## src/pof_pkg.sv

```systemverilog
// Constants, field layout and key states for the protected oscillator and filter registers.
// Assumes a 32-bit APB slave with a 12-bit byte address.
`default_nettype none

package pof_pkg;

    // ==========================================================
    // Register indices and byte addresses
    localparam logic [9:0] IDX_OSC = 10'h022;
    localparam logic [9:0] IDX_RST = 10'h024;
    localparam logic [9:0] IDX_VD = 10'h026;
    localparam logic [11:0] ADDR_OSC = {IDX_OSC, 2'b00};
    localparam logic [11:0] ADDR_RST = {IDX_RST, 2'b00};
    localparam logic [11:0] ADDR_VD = {IDX_VD, 2'b00};

    // ==========================================================
    // Field positions
    localparam int OSC_KEY_LSB = 14;
    localparam int RST_KEY_LSB = 14;
    localparam int VD_KEY_LSB = 28;
    localparam int VD_EN_BIT = 31;
    localparam int VD_VAL_LSB = 16;

    // ==========================================================
    // Values after reset
    localparam logic [9:0] OSC_DEFAULT = 10'h3ff;
    localparam logic [7:0] RST_DEFAULT = 8'hff;
    localparam logic [7:0] VD_VAL_DEFAULT = 8'h00;
    localparam logic VD_EN_DEFAULT = 1'b0;
    localparam logic [9:0] OSC_COUNT_RESET = 10'h000;

    // ==========================================================
    // Key sequence values
    localparam logic [1:0] KEY_LOCK = 2'b00;
    localparam logic [1:0] KEY_STEP1 = 2'b01;
    localparam logic [1:0] KEY_STEP2 = 2'b10;
    localparam logic [1:0] KEY_OPEN = 2'b11;

    typedef enum logic [1:0] {
        KS_IDLE,
        KS_GOT1,
        KS_GOT2,
        KS_OPEN
    } pof_key_state_e;

    function automatic logic [1:0] pof_key_field(input logic [31:0] d, input int lsb);
        return d[lsb +: 2];
    endfunction

endpackage : pof_pkg

`default_nettype wire

```

## src/pof_unlock.sv

```systemverilog
// Two-bit write-enable key field with the 01, 10, 11 sequence.
// Assumes wr is a one-cycle strobe that marks a completed write to the owning register.
`default_nettype none

module pof_unlock (
    input wire logic pclk,
    input wire logic presetn,
    input wire logic wr,
    input wire logic [1:0] key_in,
    output logic [1:0] key_read,
    output logic unlocked
);

    pof_pkg::pof_key_state_e state;

    // ==========================================================
    // Key sequence
    always_ff @(posedge pclk or negedge presetn) begin
        if (!presetn) begin
            state <= pof_pkg::KS_IDLE;
        end else if (wr) begin
            unique case (state)
                pof_pkg::KS_IDLE: begin
                    state <= (key_in == pof_pkg::KEY_STEP1) ? pof_pkg::KS_GOT1 : pof_pkg::KS_IDLE;
                end
                pof_pkg::KS_GOT1: begin
                    if (key_in == pof_pkg::KEY_STEP2) begin
                        state <= pof_pkg::KS_GOT2;
                    end else if (key_in == pof_pkg::KEY_STEP1) begin
                        state <= pof_pkg::KS_GOT1;
                    end else begin
                        state <= pof_pkg::KS_IDLE;
                    end
                end
                pof_pkg::KS_GOT2: begin
                    if (key_in == pof_pkg::KEY_OPEN) begin
                        state <= pof_pkg::KS_OPEN;
                    end else if (key_in == pof_pkg::KEY_STEP1) begin
                        state <= pof_pkg::KS_GOT1;
                    end else begin
                        state <= pof_pkg::KS_IDLE;
                    end
                end
                pof_pkg::KS_OPEN: begin
                    // Only 00 relocks; anything else keeps it open
                    if (key_in == pof_pkg::KEY_LOCK) begin
                        state <= pof_pkg::KS_IDLE;
                    end
                end
            endcase
        end
    end

    always_comb begin
        unique case (state)
            pof_pkg::KS_IDLE: key_read = pof_pkg::KEY_LOCK;
            pof_pkg::KS_GOT1: key_read = pof_pkg::KEY_STEP1;
            pof_pkg::KS_GOT2: key_read = pof_pkg::KEY_STEP2;
            pof_pkg::KS_OPEN: key_read = pof_pkg::KEY_OPEN;
        endcase
    end

    assign unlocked = (state == pof_pkg::KS_OPEN);

endmodule : pof_unlock

`default_nettype wire

```

## src/pof_config_regs.sv

```systemverilog
// Protected oscillator stable-time and filter configuration registers on APB.
// Assumes customer-area inputs are stable when power-on reset is released and
// lf_tick is a one-pclk pulse per 128 kHz oscillator cycle.
//
// Notes on behaviour
// - Stable-time writes are ignored until the key field has seen 01, then 10, then 11.
// - With the key field at 11 every write to the protected bits is accepted.
// - A key field at 11 clears only on a write of 00, which locks the register.
// - A key field at 11 ignores any non-zero write and keeps reading 11.
// - The ten-bit stable time loads from the customer area at power-on if enabled, else all ones.
// - Once the oscillator is enabled, the programmed number of 128 kHz cycles pass before its clock goes on.
// - The reset-pin filter register is guarded by its own key field with the same sequence.
// - The reset-pin filter value takes its power-on value from the customer area when enabled.
// - The voltage-detector filter register has its own key field with the same sequence.
// - Bit 31 of the voltage-detector filter register turns the filter on when 1 and off when 0.
// - With the filter enable set at power-on, the filter value in bits 23:16 loads from the customer area.
// - Reserved bits of the voltage-detector filter register read zero and writes to them end without error.
// - A separate enable flag decides whether the stable time is loaded at power-on.
//
// The APB slave port was chosen for this implementation.
`default_nettype none

module pof_config_regs (
    input wire logic pclk,
    input wire logic presetn,
    input wire logic psel,
    input wire logic penable,
    input wire logic pwrite,
    input wire logic [11:0] paddr,
    input wire logic [31:0] pwdata,
    output logic [31:0] prdata,
    output logic pready,
    output logic pslverr,
    input wire logic osc_time_load_enable,
    input wire logic [9:0] cia_osc_stable_count,
    input wire logic cia_reset_filter_load_enable,
    input wire logic [7:0] cia_reset_filter_value,
    input wire logic cia_vd_filter_enable,
    input wire logic [7:0] cia_vd_filter_value,
    input wire logic osc_enable,
    input wire logic lf_tick,
    output logic [9:0] internal_osc_stable_count,
    output logic [7:0] reset_pin_filter_value,
    output logic voltage_detector_filter_enable,
    output logic [7:0] voltage_detector_filter_value,
    output logic osc_clock_pass,
    output logic por_load_done
);

    // ==========================================================
    // Bus decode
    logic access;
    logic wr_access;
    logic sel_osc;
    logic sel_rst;
    logic sel_vd;
    logic mapped;
    logic wr_osc;
    logic wr_rst;
    logic wr_vd;
    logic [31:0] next_prdata;

    assign access = psel && penable && pready;
    // Writes before the power-on load has landed would be overwritten, so refuse them
    assign wr_access = access && pwrite && por_load_done;
    assign sel_osc = (paddr == pof_pkg::ADDR_OSC);
    assign sel_rst = (paddr == pof_pkg::ADDR_RST);
    assign sel_vd = (paddr == pof_pkg::ADDR_VD);
    assign mapped = sel_osc || sel_rst || sel_vd;
    assign wr_osc = wr_access && sel_osc;
    assign wr_rst = wr_access && sel_rst;
    assign wr_vd = wr_access && sel_vd;

    // ==========================================================
    // Key fields
    logic [1:0] osc_key;
    logic [1:0] rst_key;
    logic [1:0] vd_key;
    logic osc_open;
    logic rst_open;
    logic vd_open;

    pof_unlock u_osc_key (
        .pclk(pclk),
        .presetn(presetn),
        .wr(wr_osc),
        .key_in(pof_pkg::pof_key_field(pwdata, pof_pkg::OSC_KEY_LSB)),
        .key_read(osc_key),
        .unlocked(osc_open)
    );

    pof_unlock u_rst_key (
        .pclk(pclk),
        .presetn(presetn),
        .wr(wr_rst),
        .key_in(pof_pkg::pof_key_field(pwdata, pof_pkg::RST_KEY_LSB)),
        .key_read(rst_key),
        .unlocked(rst_open)
    );

    pof_unlock u_vd_key (
        .pclk(pclk),
        .presetn(presetn),
        .wr(wr_vd),
        .key_in(pof_pkg::pof_key_field(pwdata, pof_pkg::VD_KEY_LSB)),
        .key_read(vd_key),
        .unlocked(vd_open)
    );

    // ==========================================================
    // Power-on load
    // Straps are caught on the first edge after release, never by the reset itself
    always_ff @(posedge pclk or negedge presetn) begin
        if (!presetn) begin
            por_load_done <= 1'b0;
        end else begin
            por_load_done <= 1'b1;
        end
    end

    // ==========================================================
    // Oscillator stable time
    always_ff @(posedge pclk or negedge presetn) begin
        if (!presetn) begin
            internal_osc_stable_count <= pof_pkg::OSC_DEFAULT;
        end else if (!por_load_done) begin
            if (osc_time_load_enable) begin
                internal_osc_stable_count <= cia_osc_stable_count;
            end
        end else if (wr_osc && osc_open) begin
            // Lock state before this write decides; the write that opens it stores nothing
            internal_osc_stable_count <= pwdata[9:0];
        end
    end

    // ==========================================================
    // Reset-pin filter
    always_ff @(posedge pclk or negedge presetn) begin
        if (!presetn) begin
            reset_pin_filter_value <= pof_pkg::RST_DEFAULT;
        end else if (!por_load_done) begin
            if (cia_reset_filter_load_enable) begin
                reset_pin_filter_value <= cia_reset_filter_value;
            end
        end else if (wr_rst && rst_open) begin
            reset_pin_filter_value <= pwdata[7:0];
        end
    end

    // ==========================================================
    // Voltage-detector filter
    always_ff @(posedge pclk or negedge presetn) begin
        if (!presetn) begin
            voltage_detector_filter_enable <= pof_pkg::VD_EN_DEFAULT;
        end else if (!por_load_done) begin
            voltage_detector_filter_enable <= cia_vd_filter_enable;
        end else if (wr_vd && vd_open) begin
            voltage_detector_filter_enable <= pwdata[pof_pkg::VD_EN_BIT];
        end
    end

    always_ff @(posedge pclk or negedge presetn) begin
        if (!presetn) begin
            voltage_detector_filter_value <= pof_pkg::VD_VAL_DEFAULT;
        end else if (!por_load_done) begin
            if (cia_vd_filter_enable) begin
                voltage_detector_filter_value <= cia_vd_filter_value;
            end
        end else if (wr_vd && vd_open) begin
            voltage_detector_filter_value <= pwdata[pof_pkg::VD_VAL_LSB +: 8];
        end
    end

    // ==========================================================
    // Oscillator start-up wait
    logic [9:0] lf_count;
    logic count_reached;

    // A programmed zero passes the clock one pclk after enable
    assign count_reached = (lf_count >= internal_osc_stable_count);

    always_ff @(posedge pclk or negedge presetn) begin
        if (!presetn) begin
            lf_count <= pof_pkg::OSC_COUNT_RESET;
        end else if (!osc_enable) begin
            lf_count <= pof_pkg::OSC_COUNT_RESET;
        end else if (!count_reached && lf_tick) begin
            lf_count <= lf_count + 10'h001;
        end
    end

    always_ff @(posedge pclk or negedge presetn) begin
        if (!presetn) begin
            osc_clock_pass <= 1'b0;
        end else if (!osc_enable) begin
            osc_clock_pass <= 1'b0;
        end else if (count_reached) begin
            // Lowering the count later never withdraws a running clock
            osc_clock_pass <= 1'b1;
        end
    end

    // ==========================================================
    // Read data
    always_comb begin
        next_prdata = 32'h0000_0000;
        if (sel_osc) begin
            next_prdata[pof_pkg::OSC_KEY_LSB +: 2] = osc_key;
            next_prdata[9:0] = internal_osc_stable_count;
        end else if (sel_rst) begin
            next_prdata[pof_pkg::RST_KEY_LSB +: 2] = rst_key;
            next_prdata[7:0] = reset_pin_filter_value;
        end else if (sel_vd) begin
            // Everything else in this word stays zero
            next_prdata[pof_pkg::VD_EN_BIT] = voltage_detector_filter_enable;
            next_prdata[pof_pkg::VD_KEY_LSB +: 2] = vd_key;
            next_prdata[pof_pkg::VD_VAL_LSB +: 8] = voltage_detector_filter_value;
        end
    end

    // ==========================================================
    // APB answer
    // Data is captured in the setup cycle so the access phase ends with no wait
    always_ff @(posedge pclk or negedge presetn) begin
        if (!presetn) begin
            prdata <= 32'h0000_0000;
        end else if (psel && !penable) begin
            prdata <= pwrite ? 32'h0000_0000 : next_prdata;
        end
    end

    always_ff @(posedge pclk or negedge presetn) begin
        if (!presetn) begin
            pready <= 1'b0;
        end else begin
            pready <= psel && !penable;
        end
    end

    always_ff @(posedge pclk or negedge presetn) begin
        if (!presetn) begin
            pslverr <= 1'b0;
        end else begin
            // Mapped registers never error, even on writes to reserved or locked bits
            pslverr <= psel && !penable && !mapped;
        end
    end

endmodule : pof_config_regs

`default_nettype wire

```

## config.mk

```make
export PLATFORM = sky130hd
export DESIGN_NAME = pof_config_regs
export DESIGN_NICKNAME = d
export VERILOG_FILES = /design/src/pof_pkg.sv /design/src/pof_unlock.sv /design/src/pof_config_regs.sv
export SDC_FILE = /design/constraint.sdc
export NUM_CORES = 1
export LEC_CHECK = 0
export ABC_AREA = 0
export BUFFER_PORTS_ARGS = -buffer_cell sky130_fd_sc_hd__buf_2
export CAP_MARGIN = 25
export CORE_UTILIZATION = 53
export DETAILED_ROUTE_END_ITERATION = 8
export PLACE_DENSITY = 0.91
export SYNTH_ARGS = -nofsm -noshare
export SYNTH_HDL_FRONTEND = slang
export SYNTH_SLANG_ARGS = --single-unit
```

## constraint.sdc

```tcl
create_clock -name pclk -period 4.1 [get_ports pclk]
set_input_delay 0.205 -clock pclk [delete_from_list [all_inputs] [get_ports pclk]]
set_output_delay 0.205 -clock pclk [all_outputs]
set_load 0.02 [all_outputs]
```

==> flow_metrics.py, run 1 <==
metrics = {
    "drt": {
        "drtAntennaViolNets": 0,
        "postRouteWirelength_mm": 9.768,
        "routed-via-count": 3391,
        "detail_route.wirelength.met1_mm": 3.798,
        "first_pass_iters": 9,
        "top_layer_used": "met4",
        "drtIter0Drc": 221,
        "detailroute.wirelength.met3_um": 692,
        "dr_wl_met2_mm": 4.971,
        "drt_drc_violations_left": 10,
        "wire_per_inst_um": 17.17,
        "route.detailed.vias_per_inst": 5.960,
    },
    "outcome": {
        "violations": "DRC",
        "run_status": "finished, violations left",
    },
    "min_path": {
        "worstHoldPathCells": 3,
        "min_from": "cia_osc_stable_count[8]",
        "min_delay_worst_endpoint": "internal_osc_stable_count[8]",
        "hp-class": "primary input to register",
    },
    "timing": {
        "fin_crit_ns": 2.529,
        "fmax_mhz": 395.5,
        "drv_slew": 0,
        "final.setup_skew_ns": 0.008419,
        "tns_ns": 0,
        "worst_slew_pin_slew_ns": 1.105,
        "setup_viol": 0,
        "maxSlewHeadroom_pct": 26.34,
        "rsz_0062_raised_after_global_routing": "no",
        "finalCritPeriodShare_pct": 61.67,
        "timing_hold_violations_final": 0,
    },
    "global_route": {
        "grt_overflow_total": 0,
        "first_global_vias": 3245,
        "number_of_antenna_violations_at_the_first_check_in_global_routing": 0,
        "maximum_number_of_pins_on_one_net_before_global_route_repair": 37,
        "grt.total_usage_pct": 28.27,
        "grt_pass1_wl_mm": 15.51,
    },
    "critical_path": {
        "crit-reg2reg-capture": "lf_count[6]",
        "cp-start-kind": "register",
        "worst-setup-path-type": "register to register",
        "worstReg2RegStart": "internal_osc_stable_count[7]",
        "path_max_fanout": 8,
        "reg2regPathDepth": 8,
        "worst_setup_path_end_kind": "register",
        "required_ns": 4.36,
        "regToRegSetupSlack_ns": 1.57,
        "worstPathArrival_ns": 2.78,
    },
    "placed_design": {
        "place.detailed.hpwl_mm": 7.097,
        "gp_routability_congestion": 0.9141,
        "placed_cells_incl_taps": 551,
        "place.port_buffers": 124,
    },
    "synth": {
        "ys_ff_latch": 70,
        "synth_cells": 365,
        "yosys.area_share.simple_pct": 15.89,
        "synth_compound_area_share_pct": 18.42,
        "synth.top_cells.by_area": "sky130_fd_sc_hd__dfrtp_1 (36%), sky130_fd_sc_hd__dfstp_2 (13%), sky130_fd_sc_hd__mux2i_1 (6.4%), sky130_fd_sc_hd__nand2_1 (5.4%), sky130_fd_sc_hd__ha_1 (3.8%)",
        "synthAdderAreaFrac_pct": 3.801,
        "yosysWarningCount": 0,
        "post_synthesis_sequential_area_ratio_pct": 49.00,
        "synth.largest_area_cell": "sky130_fd_sc_hd__dfrtp_1",
        "dominantRegCellSynth": "sky130_fd_sc_hd__dfrtp_1",
        "largest_family_of_logic_cells_by_synthesized_area": "compound AO/OA/AOI/OAI gates",
        "post_synth.cell_area_avg_um2": 9.920,
        "share_of_synthesized_registers_carrying_an_async_set_or_reset_pct": 100.0,
        "synth_top_area_share_pct": 35.94,
        "synthXorXnorAreaFrac_pct": 0.7256,
        "synth.distinct_cells": 42,
        "synth.area.mux_share_pct": 6.358,
        "syn_area_um2": 3621,
        "number_of_enable_flip_flop_cells_after_synthesis": 0,
    },
    "cts": {
        "clock_tree_buf_depth": 2,
        "cts_sinks": 70,
        "cts_hold_repair.buffers": 1,
        "post_cts_sizing_count": 0,
        "cts_made_buffers": 9,
        "postCtsSetupBuffers": 0,
        "cts_htree_levels": 3,
        "clk-insertion-delay-late_ns": 0.36,
        "clock_tree_from_tritoncts": "done",
        "clk_pin_slew_ns": 0.07,
        "clock_tree.root_cell": "sky130_fd_sc_hd__clkbuf_8",
    },
    "floorplan": {
        "floorplan.initialDensity_pct": 56.06,
        "placementRows": 29,
        "design.die.area_um2": 7166,
        "core-area_um2": 6459,
        "die_y_extent_um": 84.66,
        "boundaryPins": 143,
        "die-width_um": 84.66,
    },
    "final_layout": {
        "final_net_count": 578,
        "final_cell_count_no_fill": 569,
        "fillerInstances": 480,
        "post_route_cells_drive_above_1_share_pct": 33.13,
        "area_growth_syn_to_layout_pct": 23.84,
        "antenna_cells": 0,
    },
    "power": {
        "ir_drop_mv": 0.2870,
        "power.density_nw_per_um2": 379.5,
        "p_leak_nw": 2.273,
    },
    "job": {
        "max_cap_viol_count": 0,
    },
}
## flip-flops by register name (all words and copies together), names as in the netlist
register / cells
internal_osc_stable_count: 10
lf_count: 10
osc_clock_pass: 1
por_load_done: 1
prdata: 23
pready: 1
pslverr: 1
reset_pin_filter_value: 8
u_osc_key.state: 2
u_rst_key.state: 2
u_vd_key.state: 2
voltage_detector_filter_enable: 1
voltage_detector_filter_value: 8
## routing by layer
metal,track usage (%),vias to the layer above
met5,0,-
met4,14.18,0
met3,5.506,27
met2,48.78,187
met1,33.83,1621
li1,-,1556
## cell families (layout without fill, tap and decap cells)
group                    Yosys count  in the layout
AO/OA/AOI/OAI                     97             97
multiplexers                      23             23
XOR/XNOR                           3              3
buffers and inverters             39            158
other                              2             10
flip-flops                        70             70
AND/OR/NAND/NOR                  120            120
adder cells (fa/ha/maj)           11             11
## placed cells by master (no fill, tap or decap), drive strengths merged, types with 2 or more instances in the layout
| master | n |
|---|---|
| nor3 | 6 |
| clkbuf | 13 |
| ha | 11 |
| xnor2 | 3 |
| a22oi | 4 |
| o31ai | 3 |
| dfstp | 18 |
| o22ai | 2 |
| nor2 | 17 |
| or3 | 4 |
| a32oi | 8 |
| and2 | 2 |
| nand2 | 52 |
| nand4 | 4 |
| and3 | 3 |
| a21o | 2 |
| inv | 13 |
| a22o | 14 |
| nand2b | 10 |
| a32o | 2 |
| dfrtp | 52 |
| buf | 127 |
| nor2b | 2 |
| conb | 10 |
| nor4 | 2 |
| nand3 | 15 |
| o21ai | 22 |
| a21boi | 3 |
| o211ai | 9 |
| mux2i | 23 |
| o32ai | 8 |
| a21oi | 18 |
| bufinv | 2 |
## how the worst max path moves through the flow
stage / cells after the start / endpoint / slack (ns) / from
after floorplan: 8 / lf_count[6] / 1.82 / internal_osc_stable_count[9]
after global placement: 5 / prdata[19] / 1.62 / penable
after detailed placement: 5 / prdata[20] / 1.55 / penable
after CTS: 8 / lf_count[6] / 1.60 / internal_osc_stable_count[9]
after global routing: 8 / lf_count[6] / 1.45 / internal_osc_stable_count[7]
final: 8 / lf_count[6] / 1.57 / internal_osc_stable_count[7]
## Yosys cell counts, types with 9 or more instances
cell type                   n
sky130_fd_sc_hd__nand2b_1  10
sky130_fd_sc_hd__a22o_1    14
sky130_fd_sc_hd__nand3_1   15
sky130_fd_sc_hd__o21ai_0   22
sky130_fd_sc_hd__nor2_1    17
sky130_fd_sc_hd__dfstp_2   18
sky130_fd_sc_hd__mux2i_1   23
sky130_fd_sc_hd__dfrtp_1   52
sky130_fd_sc_hd__inv_1     13
sky130_fd_sc_hd__o211ai_1   9
sky130_fd_sc_hd__nand2_1   52
sky130_fd_sc_hd__buf_4     10
sky130_fd_sc_hd__ha_1      11
sky130_fd_sc_hd__a21oi_1   18
## layout make-up
| cell class | instances | area, µm² | area share, % |
|---|---|---|---|
| flip-flops and latches | 70 | 1774 | 39.56 |
| inverters | 14 | 52.55 | 1.172 |
| clock inverters | 3 | 67.56 | 1.507 |
| multi-input cells | 264 | 1674 | 37.33 |
| repair buffers | 128 | 660.6 | 14.73 |
| clock buffers | 13 | 158.9 | 3.544 |
| well taps | 77 | 96.34 | 2.148 |
## through the flow
stage | instance area, µm² | util [%] | power [mW] | hold slack (ns) | setup WS [ns]
after CTS | 4469 | 69.20 | 1.706 | 0.04750 | 1.598
after floorplan | 3651 | - | 0.9536 | -0.09059 | 1.819
final | 4484 | 69.43 | 1.702 | 0.06074 | 1.571
after detailed placement | 4233 | 65.54 | 1.072 | 0.3400 | 1.547
after global placement | 4233 | 65.54 | 1.059 | 0.3198 | 1.622
after global routing | 4484 | 69.43 | 1.772 | 0.06854 | 1.450
## power breakdown
part / internal [mW] / leakage (nW) / switching [mW]
clock: 0.377 / 0.110 / 0.260
sequential: 0.750 / 0.894 / 0.0411
combinational: 0.102 / 1.27 / 0.172
total: 1.23 / 2.27 / 0.473
## worst max-delay path: stages (launching register included)
cell,delay (ns)
sky130_fd_sc_hd__dfstp_2,0.57
sky130_fd_sc_hd__inv_1,0.05
sky130_fd_sc_hd__ha_1,0.29
sky130_fd_sc_hd__a21oi_1,0.14
sky130_fd_sc_hd__o21ai_0,0.10
sky130_fd_sc_hd__a31oi_1,0.28
sky130_fd_sc_hd__nand2_1,0.26
sky130_fd_sc_hd__or4_1,0.52
sky130_fd_sc_hd__a21boi_0,0.22
Power figures use the tool's default switching activity.
==> run 2: changes to the inputs <==
--- a/config.mk
+++ b/config.mk
@@ -5,12 +5,12 @@
 export SDC_FILE = /design/constraint.sdc
 export NUM_CORES = 1
 export LEC_CHECK = 0
-export ABC_AREA = 0
+export ABC_AREA = 1
 export BUFFER_PORTS_ARGS = -buffer_cell sky130_fd_sc_hd__buf_2
 export CAP_MARGIN = 25
-export CORE_UTILIZATION = 53
+export CORE_UTILIZATION = 51
 export DETAILED_ROUTE_END_ITERATION = 8
-export PLACE_DENSITY = 0.91
+export PLACE_DENSITY = 0.86
 export SYNTH_ARGS = -nofsm -noshare
 export SYNTH_HDL_FRONTEND = slang
 export SYNTH_SLANG_ARGS = --single-unit
==> constraint.sdc (replaced) <==
create_clock -name pclk -period 2.5 [get_ports pclk]
set_input_delay 0.125 -clock pclk [delete_from_list [all_inputs] [get_ports pclk]]
set_output_delay 0.125 -clock pclk [all_outputs]
set_load 0.02 [all_outputs]
==> run 2 against run 1 <==
The run now ends clean. Fmax grew 20%. Total power grew 61%. Critical path depth shrank 1. Sequential share of layout area shrank 4.7 points. Synthesized cell count grew 57%. First-iteration DRC count grew 51%. Clock skew is essentially flat. Wire length grew 18%. Register-to-register slack lost 1.2 ns. Utilization shrank 4.5 points. Count of clock-buffer cells in the layout shrank 2. Hold slack lost 0.011 ns. Critical endpoint is now lf_count[4].
==> flow_metrics.py, run 2 <==
metrics = {
    "synth": {
        "syn_area_um2": 4189,
        "yosysWarningCount": 0,
        "synth.distinct_cells": 38,
        "synthMostInstantiatedCell": "sky130_fd_sc_hd__nand2_1",
        "synth.largest_area_cell": "sky130_fd_sc_hd__dfrtp_1",
        "ys_ff_latch": 70,
        "number_of_enable_flip_flop_cells_after_synthesis": 0,
        "synth_top_area_share_pct": 31.06,
        "commonest_cells_in_the_synthesized_netlist": "sky130_fd_sc_hd__nand2_1 (246), sky130_fd_sc_hd__nand3_1 (88), sky130_fd_sc_hd__dfrtp_1 (52), sky130_fd_sc_hd__inv_1 (52), sky130_fd_sc_hd__dfstp_2 (18)",
        "synth_cells": 573,
        "synth.top_cells.by_area": "sky130_fd_sc_hd__dfrtp_1 (31%), sky130_fd_sc_hd__nand2_1 (22%), sky130_fd_sc_hd__dfstp_2 (11%), sky130_fd_sc_hd__nand3_1 (11%), sky130_fd_sc_hd__inv_1 (4.7%)",
        "post_synthesis_sequential_area_ratio_pct": 42.35,
        "post_synth.cell_area_avg_um2": 7.311,
        "share_of_synthesized_registers_carrying_an_async_set_or_reset_pct": 100.0,
        "dominantRegCellSynth": "sky130_fd_sc_hd__dfrtp_1",
    },
    "final_layout": {
        "area_growth_syn_to_layout_pct": 21.60,
        "antenna_cells": 0,
        "layout.area.seq_um2": 1774,
        "final_net_count": 789,
        "most_common_cell_after_layout_fill_and_taps_aside": "sky130_fd_sc_hd__nand2_1",
        "largest_reg_flops": 23,
        "largest_registers": "prdata: 23 flops, internal_osc_stable_count: 10 flops, lf_count: 10 flops",
        "multi_input_area_um2": 2108,
        "post_route_cells_drive_above_1_share_pct": 26.35,
        "most-common-layout-cells": "sky130_fd_sc_hd__nand2_1 (246), sky130_fd_sc_hd__buf_2 (124), sky130_fd_sc_hd__nand3_1 (88)",
        "fillerInstances": 682,
        "largest_register": "prdata",
    },
    "global_route": {
        "met3_track_demand_over_resource_in_global_routing_pct": 3.448,
        "grt.total_usage_pct": 28.12,
        "maximum_number_of_pins_on_one_net_before_global_route_repair": 45,
        "number_of_antenna_violations_at_the_first_check_in_global_routing": 0,
        "gr-max-usage-layer": "met2",
        "grt_pass1_wl_mm": 18.79,
        "grt_overflow_total": 0,
        "gr-usage-met2_pct": 46.98,
        "first_global_vias": 3997,
        "global_route.usage.met1_pct": 36.13,
    },
    "timing": {
        "setup_viol": 0,
        "postLayoutSetupSlackWorst_ns": 0.3925,
        "tns_ns": 0,
        "worst_slew_pin_slew_ns": 0.8948,
        "fin_crit_ns": 2.107,
        "drv_slew": 0,
        "rsz_0062_raised_after_global_routing": "no",
        "fin_hold_ws_ns": 0.04935,
        "timing_hold_violations_final": 0,
        "maxSlewHeadroom_pct": 40.02,
        "fmax_mhz": 474.5,
        "finalCritPeriodShare_pct": 84.30,
        "final.setup_skew_ns": 0.008918,
    },
    "cts": {
        "cts_made_buffers": 9,
        "clock_tree_buf_depth": 2,
        "postCtsSetupBuffers": 0,
        "clock_tree.root_cell": "sky130_fd_sc_hd__clkbuf_8",
        "cts_sinks": 70,
        "clk-insertion-delay-late_ns": 0.35,
        "clock_tree_from_tritoncts": "done",
        "cts_htree_levels": 3,
        "clk_pin_slew_ns": 0.08,
    },
    "floorplan": {
        "die-width_um": 92.63,
        "placementRows": 32,
        "boundaryPins": 143,
        "core-area_um2": 7848,
        "floorplan.initialDensity_pct": 53.38,
        "design.die.area_um2": 8580,
        "die_y_extent_um": 92.63,
    },
    "power": {
        "p_leak_nw": 3.049,
        "power.density_nw_per_um2": 537.6,
        "ir_drop_mv": 0.2841,
    },
    "drt": {
        "wire_per_inst_um": 14.29,
        "routed-via-count": 4325,
        "route.detailed.vias_per_inst": 5.379,
        "first_pass_iters": 5,
        "drtAntennaViolNets": 0,
        "drt_drc_violations_left": 0,
        "drtIter0Drc": 333,
        "postRouteWirelength_mm": 11.49,
    },
    "placed_design": {
        "post-place-ws_ns": 0.4885,
        "place.port_buffers": 124,
        "place.detailed.hpwl_mm": 8.537,
        "gp_routability_congestion": 0.8966,
    },
    "critical_path": {
        "cp-start-kind": "register",
        "required_ns": 2.73,
        "path_max_fanout": 10,
        "worst-setup-path-type": "register to register",
        "worst_setup_path_end_kind": "register",
        "worstPathArrival_ns": 2.34,
    },
    "outcome": {
        "run_status": "complete, no violations",
    },
    "job": {
        "max_cap_viol_count": 0,
    },
    "min_path": {
        "hp-class": "primary input to register",
    },
}
## run 2: changes by cell type in the layout (fill, tap and decap cells not counted), moves of 14 or more
| cell | before | now |
|---|---|---|
| sky130_fd_sc_hd__nand3_1 | 15 | 88 |
| sky130_fd_sc_hd__inv_1 | 13 | 52 |
| sky130_fd_sc_hd__o21ai_0 | 22 | 7 |
| sky130_fd_sc_hd__nand2_1 | 52 | 246 |
| sky130_fd_sc_hd__a22o_1 | 14 | 0 |
| sky130_fd_sc_hd__mux2i_1 | 23 | 0 |
## run 2: final timing paths
check,startpoint,endpoint,slack [ns],cells past startpoint
min in group asynchronous,presetn,prdata[28],0.34,2
setup reg to reg,internal_osc_stable_count[9],lf_count[4],0.39,7
setup / recovery,internal_osc_stable_count[9],lf_count[4],0.39,7
max in group asynchronous,presetn,internal_osc_stable_count[5],1.43,3
hold / removal,psel,pready,0.05,3
hold reg to reg,prdata[4],prdata[4],0.48,2
## run 2: critical path, cell delays in order (launching register included)
cell and delay [ns]:
sky130_fd_sc_hd__dfstp_2 0.57, sky130_fd_sc_hd__inv_1 0.05, sky130_fd_sc_hd__ha_1 0.32, sky130_fd_sc_hd__a21o_1 0.20, sky130_fd_sc_hd__nor2_1 0.17, sky130_fd_sc_hd__nand4_1 0.41
sky130_fd_sc_hd__nand3_1 0.19, sky130_fd_sc_hd__nand2_1 0.08
## run 2: timing repair
action | in CTS | in global routing
setup endpoints to repair | 0 | 0
endpoints found under the hold margin | 27 | 0
resized for setup | 0 | 0
hold buffers | 2 | 0
## run 2: per-layer routing
metal	part of all wire (%)	wire length, µm
met1	41	4768
met2	47	5420
met3	7.6	869
met4	3.8	434
met5	0	0
## run 2: cell type report
cell class	count	share of cell area (%)
clock inverters	4	0.9089
clock buffers	11	2.972
flip-flops and latches	70	34.83
multi-input cells	433	41.39
inverters	54	3.979
well taps	102	2.506
repair buffers	130	13.41
## run 2: kinds of logic (layout without fill, tap and decap cells)
group                    after synthesis  in the layout  synth area share, %
AO/OA/AOI/OAI                         24             24                3.286
XOR/XNOR                               3              3               0.6274
adder cells (fa/ha/maj)               11             11                3.285
buffers and inverters                 78            199                8.035
flip-flops                            70             70                42.35
other                                  2             10               0.1793
AND/OR/NAND/NOR                      385            385                42.23
## run 2: through the flow
stage               cells  area, µm²  util, %  power (mW)
CTS                   804       5094    64.91       2.739
global placement      787       4876    62.13       1.801
detailed placement    787       4876    62.13       1.821
finish                804       5094    64.91       2.739
floorplan             581       4219        -       1.603
global route          804       5094    64.91       2.854
## run 2: where the power goes
part	leakage [nW]	total [mW]	switching (mW)	internal [mW]
combinational	2.05	0.506	0.335	0.171
clock	0.0988	0.928	0.423	0.505
sequential	0.896	1.30	0.0756	1.23
